File: src/slet_regs.svh
`ifndef SLET_REGS_SVH
`define SLET_REGS_SVH

// Geometry.
`define SLET_NUM_LANES 8
`define SLET_NUM_TYPES 3
`define SLET_ADDR_W 13
`define SLET_IDX_W 11
`define SLET_IRQ_W 4
`define SLET_PEND_W 8

// Register indices; the byte address is four times the index.
`define SLET_IDX_THRESH 11'h47C
`define SLET_IDX_SYNC_MASK 11'h47D
`define SLET_IDX_LANE0_CTRL 11'h480
`define SLET_IDX_ALIGN_MF 11'h490
`define SLET_IDX_MODE 11'h491
`define SLET_IDX_IRQ_STATUS 11'h492
`define SLET_IDX_IRQ_CLEAR 11'h493
`define SLET_IDX_IRQ_ENABLE 11'h494
`define SLET_IDX_SYNC_STATUS 11'h495

// Field positions.
`define SLET_LANE0_EN_LSB 3
`define SLET_MODE_AUTO_CLR_BIT 0
`define SLET_MODE_QUEUE_BIT 1
`define SLET_IRQ_ILAS_BIT 3

// Reset values.
`define SLET_RST_THRESH 8'hFF
`define SLET_RST_SYNC_MASK 3'h7
`define SLET_RST_LANE0_EN 3'h7
`define SLET_RST_ALIGN_MF 8'h01
`define SLET_ALL_TYPES 3'h7

// Timing counts: multiframes per group, then sync pulse and gap in pclk cycles.
`define SLET_MF_PER_GROUP 10'h004
`define SLET_SYNC_ASSERT_CYCLES 4'h4
`define SLET_SYNC_GAP_CYCLES 4'h4

`endif

File: src/slet_pkg.sv
package slet_pkg;

  // Error counter value, compared against the shared limit.
  typedef logic [7:0] slet_count_type;

  // Sync request sequencer states.
  typedef enum logic [1:0] {
    slet_sync_idle = 2'b00,
    slet_sync_assert = 2'b01,
    slet_sync_gap = 2'b10
  } slet_sync_state_type;

endpackage

File: src/slet_error_monitor.sv
// Decided for this implementation: the APB register port.
`timescale 1ns/1ps
`include "slet_regs.svh"
// Operation
// [RQ1] Software writes only 1, 2 or 4 multiframe groups; resets to one.
// [RQ2] Alignment sequence spans the programmed count of four-multiframe groups.
// [RQ3] Count disparity, table and control errors against an 8-bit limit, reset 0xFF.
// [RQ4] Reaching the limit raises interrupt, sync request, or both per masks.
// [RQ5] Every active lane counts and compares on its own, sharing one limit.
// [RQ6] Software changes count and limit only while the link is in soft reset.
// [RQ7] Three-bit sync mask, bit 2 disparity, bit 0 control char, reset 7.
// [RQ8] Sync request only for a masked type whose counter reached the limit.
// [RQ9] Lane 0 counter enables: bit 2 control char, bit 0 disparity, reset 7.
// [RQ10] A cleared counter-enable bit stops that counter from counting.
// [RQ11] With auto clear on, the counter that caused sync returns to zero.
// [RQ12] Queued mode off merges simultaneous lane errors; sync pulses one by one.

module slet_error_monitor (
  // Clock and reset.
  input wire logic pclk,
  input wire logic presetn,
  // APB slave.
  input wire logic psel,
  input wire logic penable,
  input wire logic pwrite,
  input wire logic [`SLET_ADDR_W-1:0] paddr,
  input wire logic [31:0] pwdata,
  output logic [31:0] prdata,
  output logic pready,
  output logic pslverr,
  // Link receive side, same clock domain.
  input wire logic link_soft_reset,
  input wire logic [`SLET_NUM_LANES-1:0] lane_active,
  input wire logic [`SLET_NUM_LANES-1:0] bad_disparity_error,
  input wire logic [`SLET_NUM_LANES-1:0] not_in_table_error,
  input wire logic [`SLET_NUM_LANES-1:0] unexpected_control_char_error,
  input wire logic ilas_active,
  input wire logic multiframe_tick,
  // Results.
  output logic sync_request_out,
  output logic ilas_done,
  output logic irq
);
  import slet_pkg::*;

  localparam int NL = `SLET_NUM_LANES;
  localparam int NT = `SLET_NUM_TYPES;

  // Register file state.
  slet_count_type error_threshold_q, error_threshold_d;
  logic [NT-1:0] sync_error_type_mask_q, sync_error_type_mask_d;
  logic [NT-1:0] lane0_counter_enables_q, lane0_counter_enables_d;
  logic [7:0] alignment_multiframe_count_q, alignment_multiframe_count_d;
  logic auto_counter_clear_q, auto_counter_clear_d;
  logic queued_error_report_mode_q, queued_error_report_mode_d;
  logic [`SLET_IRQ_W-1:0] irq_status_q, irq_status_d;
  logic [`SLET_IRQ_W-1:0] irq_enable_q, irq_enable_d;
  logic [31:0] prdata_q, prdata_d;
  logic pready_q, pready_d;
  logic pslverr_q, pslverr_d;
  logic irq_q, irq_d;

  // Bus decode.
  logic [`SLET_IDX_W-1:0] reg_idx;
  logic bus_access;
  logic bus_write;
  logic addr_hit;
  logic [31:0] read_word;

  // Lane results, flattened lane by lane.
  logic [NL*NT-1:0] lane_match;
  logic [NL*NT-1:0] lane_at_limit;
  logic [NT-1:0] type_match;
  logic [NT-1:0] type_at_limit;
  logic [NT-1:0] mask_by_type;
  logic [NT-1:0] auto_clear_by_type;
  logic [`SLET_PEND_W-1:0] new_events;

  // Alignment sequence counter.
  logic [9:0] mf_count_q, mf_count_d;
  logic [9:0] mf_span;
  logic ilas_done_q, ilas_done_d;

  // Sync request sequencer.
  slet_sync_state_type sync_state_q, sync_state_d;
  logic [3:0] sync_timer_q, sync_timer_d;
  logic [`SLET_PEND_W-1:0] pending_q, pending_d;
  logic sync_out_q, sync_out_d;

  assign reg_idx = paddr[`SLET_ADDR_W-1:2];
  assign bus_access = psel && penable && pready_q;
  assign bus_write = bus_access && pwrite && addr_hit;

  // The mask is printed in the reverse order of the counter fields.
  assign mask_by_type = {sync_error_type_mask_q[0], sync_error_type_mask_q[1],
                         sync_error_type_mask_q[2]}; // RQ7
  assign auto_clear_by_type = {NT{auto_counter_clear_q}} & mask_by_type; // RQ11

  // One counter block per lane; lanes above 0 count every type.
  for (genvar l = 0; l < NL; l++) begin : g_lane
    slet_lane_counter u_lane (
      .pclk(pclk),
      .presetn(presetn),
      .hold_clear(link_soft_reset),
      .lane_active(lane_active[l]),
      .count_en((l == 0) ? lane0_counter_enables_q : `SLET_ALL_TYPES), // RQ9 RQ10
      .auto_clear(auto_clear_by_type),
      .threshold(error_threshold_q), // RQ5
      .lane_errors({unexpected_control_char_error[l], not_in_table_error[l],
                    bad_disparity_error[l]}),
      .match(lane_match[l*NT +: NT]),
      .at_limit(lane_at_limit[l*NT +: NT])
    );
  end

  // Fold lanes into per-type views and count new masked hits.
  always_comb begin
    type_match = '0;
    type_at_limit = '0;
    new_events = '0;
    for (int l = 0; l < NL; l++) begin
      type_match = type_match | lane_match[l*NT +: NT];
      type_at_limit = type_at_limit | lane_at_limit[l*NT +: NT];
      for (int t = 0; t < NT; t++) begin
        if (lane_match[l*NT + t] && mask_by_type[t]) begin // RQ8
          new_events = new_events + 8'h01;
        end
      end
    end
    // Merged reporting: a burst in one cycle counts as a single error.
    if (!queued_error_report_mode_q && (new_events != '0)) begin
      new_events = 8'h01; // RQ12
    end
  end

  // Read data mux; unmapped indices answer with an error, the write-only clear index reads zero.
  always_comb begin
    addr_hit = (paddr[1:0] == 2'h0);
    read_word = '0;
    case (reg_idx)
      `SLET_IDX_THRESH: read_word = 32'(error_threshold_q);
      `SLET_IDX_SYNC_MASK: read_word = 32'(sync_error_type_mask_q);
      `SLET_IDX_LANE0_CTRL: read_word = 32'(lane0_counter_enables_q) << `SLET_LANE0_EN_LSB;
      `SLET_IDX_ALIGN_MF: read_word = 32'(alignment_multiframe_count_q);
      `SLET_IDX_MODE: read_word = 32'({queued_error_report_mode_q, auto_counter_clear_q});
      `SLET_IDX_IRQ_STATUS: read_word = 32'(irq_status_q);
      `SLET_IDX_IRQ_CLEAR: read_word = '0;
      `SLET_IDX_IRQ_ENABLE: read_word = 32'(irq_enable_q);
      `SLET_IDX_SYNC_STATUS: read_word = 32'({type_at_limit, pending_q, sync_out_q});
      default: addr_hit = 1'b0;
    endcase
  end

  // Register writes, sticky status and the bus answer.
  always_comb begin
    error_threshold_d = error_threshold_q;
    sync_error_type_mask_d = sync_error_type_mask_q;
    lane0_counter_enables_d = lane0_counter_enables_q;
    alignment_multiframe_count_d = alignment_multiframe_count_q;
    auto_counter_clear_d = auto_counter_clear_q;
    queued_error_report_mode_d = queued_error_report_mode_q;
    irq_enable_d = irq_enable_q;
    irq_status_d = irq_status_q;
    if (bus_write) begin
      case (reg_idx)
        `SLET_IDX_THRESH: error_threshold_d = pwdata[7:0];
        `SLET_IDX_SYNC_MASK: sync_error_type_mask_d = pwdata[NT-1:0];
        `SLET_IDX_LANE0_CTRL: lane0_counter_enables_d = pwdata[`SLET_LANE0_EN_LSB +: NT];
        `SLET_IDX_ALIGN_MF: alignment_multiframe_count_d = pwdata[7:0];
        `SLET_IDX_MODE: begin
          auto_counter_clear_d = pwdata[`SLET_MODE_AUTO_CLR_BIT];
          queued_error_report_mode_d = pwdata[`SLET_MODE_QUEUE_BIT];
        end
        `SLET_IDX_IRQ_CLEAR: irq_status_d = irq_status_q & ~pwdata[`SLET_IRQ_W-1:0];
        `SLET_IDX_IRQ_ENABLE: irq_enable_d = pwdata[`SLET_IRQ_W-1:0];
        default: irq_status_d = irq_status_q;
      endcase
    end
    // Hardware sets after the clear so a same-cycle event is never lost.
    irq_status_d[NT-1:0] = irq_status_d[NT-1:0] | type_match; // RQ4
    irq_status_d[`SLET_IRQ_ILAS_BIT] = irq_status_d[`SLET_IRQ_ILAS_BIT] | ilas_done_q;
    irq_d = |(irq_status_d & irq_enable_d); // RQ4
    // Answer one cycle into the access phase; the master sees ready next edge.
    pready_d = psel && penable && !pready_q;
    prdata_d = (pready_d && !pwrite) ? read_word : '0;
    pslverr_d = pready_d && !addr_hit;
  end

  // Register file flops.
  always_ff @(posedge pclk or negedge presetn) begin
    if (!presetn) begin
      error_threshold_q <= `SLET_RST_THRESH; // RQ3
      sync_error_type_mask_q <= `SLET_RST_SYNC_MASK; // RQ7
      lane0_counter_enables_q <= `SLET_RST_LANE0_EN; // RQ9
      alignment_multiframe_count_q <= `SLET_RST_ALIGN_MF;
      auto_counter_clear_q <= 1'b0;
      queued_error_report_mode_q <= 1'b0;
      irq_status_q <= '0;
      irq_enable_q <= '0;
      prdata_q <= '0;
      pready_q <= 1'b0;
      pslverr_q <= 1'b0;
      irq_q <= 1'b0;
    end else begin
      error_threshold_q <= error_threshold_d;
      sync_error_type_mask_q <= sync_error_type_mask_d;
      lane0_counter_enables_q <= lane0_counter_enables_d;
      alignment_multiframe_count_q <= alignment_multiframe_count_d;
      auto_counter_clear_q <= auto_counter_clear_d;
      queued_error_report_mode_q <= queued_error_report_mode_d;
      irq_status_q <= irq_status_d;
      irq_enable_q <= irq_enable_d;
      prdata_q <= prdata_d;
      pready_q <= pready_d;
      pslverr_q <= pslverr_d;
      irq_q <= irq_d;
    end
  end

  // Alignment span: four multiframes per programmed unit. An illegal count of
  // zero gives a zero span and the done pulse fires only when the 10-bit counter wraps, once per 1024 ticks.
  assign mf_span = 10'(alignment_multiframe_count_q) * `SLET_MF_PER_GROUP; // RQ2
  always_comb begin
    mf_count_d = mf_count_q;
    ilas_done_d = 1'b0;
    if (!ilas_active || link_soft_reset) begin
      mf_count_d = '0;
    end else if (multiframe_tick) begin
      if ((mf_count_q + 10'h001) == mf_span) begin
        mf_count_d = '0;
        ilas_done_d = 1'b1; // RQ2
      end else begin
        mf_count_d = mf_count_q + 10'h001;
      end
    end
  end

  // Alignment counter flops.
  always_ff @(posedge pclk or negedge presetn) begin
    if (!presetn) begin
      mf_count_q <= '0;
      ilas_done_q <= 1'b0;
    end else begin
      mf_count_q <= mf_count_d;
      ilas_done_q <= ilas_done_d;
    end
  end

  // Sequencer: trapped errors leave one after another as separate pulses.
  always_comb begin
    sync_state_d = sync_state_q;
    sync_timer_d = sync_timer_q;
    pending_d = pending_q;
    if (pending_q != '1) begin
      pending_d = (new_events > ~pending_q) ? '1 : pending_q + new_events; // RQ12
    end
    case (sync_state_q)
      slet_sync_idle: begin
        if (pending_q != '0) begin
          pending_d = pending_d - 8'h01;
          sync_state_d = slet_sync_assert; // RQ8
          sync_timer_d = `SLET_SYNC_ASSERT_CYCLES - 4'h1;
        end
      end
      slet_sync_assert: begin
        if (sync_timer_q == '0) begin
          sync_state_d = slet_sync_gap;
          sync_timer_d = `SLET_SYNC_GAP_CYCLES - 4'h1;
        end else begin
          sync_timer_d = sync_timer_q - 4'h1;
        end
      end
      slet_sync_gap: begin
        if (sync_timer_q == '0) begin
          sync_state_d = slet_sync_idle;
        end else begin
          sync_timer_d = sync_timer_q - 4'h1;
        end
      end
      default: sync_state_d = slet_sync_idle;
    endcase
    // Soft reset drops any queued requests so a restarted link starts clean.
    if (link_soft_reset) begin
      sync_state_d = slet_sync_idle;
      sync_timer_d = '0;
      pending_d = '0;
    end
    sync_out_d = (sync_state_d == slet_sync_assert);
  end

  // Sequencer flops.
  always_ff @(posedge pclk or negedge presetn) begin
    if (!presetn) begin
      sync_state_q <= slet_sync_idle;
      sync_timer_q <= '0;
      pending_q <= '0;
      sync_out_q <= 1'b0;
    end else begin
      sync_state_q <= sync_state_d;
      sync_timer_q <= sync_timer_d;
      pending_q <= pending_d;
      sync_out_q <= sync_out_d;
    end
  end

  assign prdata = prdata_q;
  assign pready = pready_q;
  assign pslverr = pslverr_q;
  assign sync_request_out = sync_out_q;
  assign ilas_done = ilas_done_q;
  assign irq = irq_q;
endmodule

File: src/slet_lane_counter.sv
`timescale 1ns/1ps
`include "slet_regs.svh"

module slet_lane_counter (
  // Clock and reset.
  input wire logic pclk,
  input wire logic presetn,
  // Control from the link and the register file.
  input wire logic hold_clear,
  input wire logic lane_active,
  input wire logic [`SLET_NUM_TYPES-1:0] count_en,
  input wire logic [`SLET_NUM_TYPES-1:0] auto_clear,
  input wire slet_pkg::slet_count_type threshold,
  // Error strobes; bit 0 bad disparity, bit 1 not in table, bit 2 control char.
  input wire logic [`SLET_NUM_TYPES-1:0] lane_errors,
  // Results.
  output logic [`SLET_NUM_TYPES-1:0] match,
  output logic [`SLET_NUM_TYPES-1:0] at_limit
);
  import slet_pkg::*;

  slet_count_type count_q [`SLET_NUM_TYPES];
  slet_count_type count_d [`SLET_NUM_TYPES];
  logic [`SLET_NUM_TYPES-1:0] match_q;
  logic [`SLET_NUM_TYPES-1:0] match_d;

  // Counters stop at the limit so that a match fires exactly once per climb.
  always_comb begin
    for (int t = 0; t < `SLET_NUM_TYPES; t++) begin
      count_d[t] = count_q[t];
      match_d[t] = 1'b0;
      if (hold_clear) begin
        count_d[t] = '0;
      end else if (auto_clear[t] && (count_q[t] == threshold)) begin
        count_d[t] = '0; // RQ11
      end else if (lane_active && count_en[t] && lane_errors[t] &&
                   (count_q[t] != threshold)) begin // RQ5 RQ10
        count_d[t] = count_q[t] + 8'h01; // RQ3
        match_d[t] = (count_d[t] == threshold); // RQ3
      end
    end
  end

  // Counter and match registers.
  always_ff @(posedge pclk or negedge presetn) begin
    if (!presetn) begin
      for (int t = 0; t < `SLET_NUM_TYPES; t++) begin
        count_q[t] <= '0;
      end
      match_q <= '0;
    end else begin
      count_q <= count_d;
      match_q <= match_d;
    end
  end

  assign match = match_q;

  // Level view of which counters rest at the limit.
  always_comb begin
    for (int t = 0; t < `SLET_NUM_TYPES; t++) begin
      at_limit[t] = (count_q[t] == threshold);
    end
  end

  for (genvar t = 0; t < `SLET_NUM_TYPES; t++) begin : g_chk

  end
endmodule

File: config.mk
export PLATFORM = sky130hd
export DESIGN_NAME = slet_error_monitor
export DESIGN_NICKNAME = d
export VERILOG_FILES = /design/src/slet_pkg.sv /design/src/slet_error_monitor.sv /design/src/slet_lane_counter.sv
export VERILOG_INCLUDE_DIRS = /design/src /design/src/src
export SDC_FILE = /design/constraint.sdc
export NUM_CORES = 1
export LEC_CHECK = 0
export BUFFER_PORTS_ARGS = -buffer_cell sky130_fd_sc_hd__buf_4
export CAP_MARGIN = 15
export CORE_MARGIN = 2
export CORE_UTILIZATION = 45
export DETAILED_ROUTE_END_ITERATION = 12
export SLEW_MARGIN = 20
export SYNTH_ARGS = -nofsm -noshare
export SYNTH_HDL_FRONTEND = slang
export SYNTH_HIERARCHICAL = 1
export SYNTH_SLANG_ARGS = --single-unit
File: constraint.sdc
create_clock -name pclk -period 22.5 [get_ports pclk]
set_clock_uncertainty 0.1 [all_clocks]
set_input_delay 1.125 -clock pclk [delete_from_list [all_inputs] [get_ports pclk]]
set_output_delay 1.125 -clock pclk [all_outputs]
set_load 0.02 [all_outputs]
==> metrics <==
initial antenna violation count 1; RSZ-0062 raised after global routing no; clock latency at the later pin of the worst-skew pair 0.58 ns; Required @ worst endpoint 22.85 ns; dpl cells ~4200; Crit-path slowest cell dfstp_2; predominant post-synthesis flop cell dfrtp_1; P_sw between 0.3 and 0.4 mW; Crit Path Max Fanout 27; Gate power share 11.7%; Worst slew margin a little under a third; Worst path max stage delay 0.92 ns; sequential group share of total power 40.5%; Critical Path Start sync_error_type_mask_q[2]; Setup Fix Bufs, Post-CTS 0; Mapped Cells about 3500; register bit count reported by yosys 289; maximum clock frequency roughly 54 MHz; Horiz. Die Dim 255.3 µm; final setup vio count 0; status finished, final reports clean; largest cells by area after synthesis dfrtp_1 (24%), xnor2_1 (5.5%), xor2_1 (5.1%), nand2b_1 (4.4%), nor2_1 (3.6%); Post-synth EDFFs 0; Die ar. 65150 µm²; Num CTS Buffers 39; non-filler cells, final 4300; footprint of the multi-input gates 19820 µm²; reg2reg start sync_error_type_mask_q[2]; count leader, synth dfrtp_1; # H-tree levels 2; CP Launch Type flop; dpl cell area 29210 µm²; Yosys top cell by area dfrtp_1; number of port buffers 77; vias in the first global route 25600; clk slew on worst S/H paths 0.06 ns; drt total wl 85450 µm; Ports 122; GRT Total Usage roughly a quarter; clk sinks 289; vias per cell 6.319; layout cells sized above 1 about 8.5%; Final period util about four fifths; Final Hold Fails 0; worst-margin pin slew 1.028 ns; hold-fix buffers at CTS 0; RD Place Congestion 0.8943; first-pass GRT wire length 136700 µm; Clock Path Buffers 3; share of the synthesized area in the top cell type 24.14%; Synth top cells by count dfrtp_1 (274), nor2_1 (272), nand2b_1 (202); DRC Markers 0; Post-Route Utilization between 40% and 50%; post-route minimum period 18.44 ns; Distinct cells, synth 105; asr flop ratio synth 100.0%; FILL cells 5998; Non-Filler Cell Area, Final between 30000 and 40000 µm²; initial drt markers 2270; largest net degree at the start of global routing 124; final net count 3572; Routed wire per std cell 19.87 µm; leak pwr ~12 nW; syn avg cell area 8.175 µm²; Detailed Place HPWL 57340 µm; CTS tree done; CORE AREA 62740 µm²; worst ir drop on vdd 0.00005009 V; Initial Util 45.28%; Final Max Slew Viols 0; switching share of total power 28.15%; grt ovf 0; CTS Root Cell clkbuf_16; mapped cell area 28410 µm²; Max Cap Viol 0; critical path type reg -> reg; area occupied by registers 7258 µm²; power share of the clock group 47.8%; Critical Path End Type flop; routed vias 27170; Fin Setup TNS 0 ns; pwr dens 44.21 nW/µm²; die span in y 255.3 µm; Seq/Total Area, Yosys around a quarter; layout overhead on the synthesized area 7.488%; Hold Crit Start mf_count_q[9]; DRT antenna net count 0; worst hold path type reg -> reg; Site Rows 92; Top cell by count, worst path ha_1; post-CTS sizing 0; Worst Path Arrival 18.79 ns; YS warnings 6; DRT Pass-1 Iters 6; Int Power 0.9698 mW
[cells in the final DEF, fill, tap and decap left out, types with 64 or more instances in the layout]
cell | netlist | final
a21oi_1 | 86 | 86
or4_1 | 106 | 106
nor2_1 | 272 | 272
xnor2_1 | 177 | 177
ha_1 | 64 | 64
dfrtp_1 | 274 | 274
o22ai_1 | 111 | 111
xor2_1 | 167 | 167
nor3_1 | 92 | 92
buf_4 | 21 | 94
o21ai_0 | 101 | 101
inv_1 | 83 | 83
nand2b_1 | 202 | 202
and3_1 | 121 | 121
nand4_1 | 73 | 73
nand2_1 | 177 | 177
nand3_1 | 156 | 156
[flip-flops by register name, indices dropped and copies added (netlist names), 3 cells and up]
name and count:
sync_timer_q 4, irq_enable_q 4, sync_error_type_mask_q 3, irq_status_q 4
lane0_counter_enables_q 3, alignment_multiframe_count_q 8, g_lane.u_lane/count_q 192, error_threshold_q 8
g_lane.u_lane/match 24, mf_count_q 10, prdata 12, pending_q 8
[power groups by stage]
stage	combinational, mW	clock (mW)	sequential [mW]
after CTS	0.158	0.662	0.546
final	0.158	0.646	0.546
after floorplan	0.110	0	0.550
after global routing	0.179	0.681	0.547
after global placement	0.152	0	0.554
after detailed placement	0.157	0	0.555
[routing by layer]
layer / wire length, µm / track usage, % / vias to the layer above
met5: 0 / 0 / -
met4: 1875 / 7.285 / 0
met3: 3884 / 2.634 / 114
met2: 40810 / 43.30 / 738
met1: 38890 / 34.66 / 13440
li1: - / - / 12880
[per-stage QoR]
| step | power (mW) | setup WS [ns] | hold WS [ns] |
|---|---|---|---|
| finish | 1.350 | 4.058 | 0.4058 |
| global route | 1.407 | 2.498 | 0.4279 |
| CTS | 1.366 | 4.150 | 0.4081 |
| detailed placement | 0.7119 | 4.256 | 0.3974 |
| global placement | 0.7063 | 4.585 | 0.3929 |
| floorplan | 0.6598 | 5.871 | 0.3669 |
[worst max-delay path, delay by kind of cell, from the launching register on]
kind	cells	cell delay, ns
compound gates	29	4.57
xor+xnor	2	0.37
fa+ha+maj	23	6.23
buf+inv	4	0.33
flops	1	0.92
mux	3	0.66
simple gates	33	5.09
[cell families after synthesis]
| group | synth area share (%) |
|---|---|
| compound gates | 19.76 |
| mux | 2.511 |
| fa+ha+maj | 2.925 |
| other cells | 0.02644 |
| simple gates | 31.33 |
| xor+xnor | 12.42 |
| buf+inv | 5.501 |
| flops | 25.52 |
[final cells by class]
| type | instances | area share, % |
|---|---|---|
| Tap cell | 846 | 3.467 |
| Timing Repair Buffer | 96 | 2.409 |
| Multi-Input combinational cell | 2905 | 64.92 |
| Inverter | 91 | 1.119 |
| Clock inverter | 15 | 0.4917 |
| Clock buffer | 57 | 3.811 |
| Antenna cell | 1 | 0.008195 |
| Sequential cell | 289 | 23.77 |
[final timing paths]
path | endpoint | slack [ns] | cells after the start
max | pending_q[6] | 4.06 | 94
min | mf_count_q[9] | 0.41 | 1
max reg2reg | pending_q[6] | 4.06 | 94
min reg2reg | mf_count_q[9] | 0.41 | 1
max in group asynchronous | g_lane[5].u_lane/count_q[18] | 18.67 | 4
min in group asynchronous | mf_count_q[0] | 0.48 | 1
No activity file was read; power rests on OpenSTA's default activity.
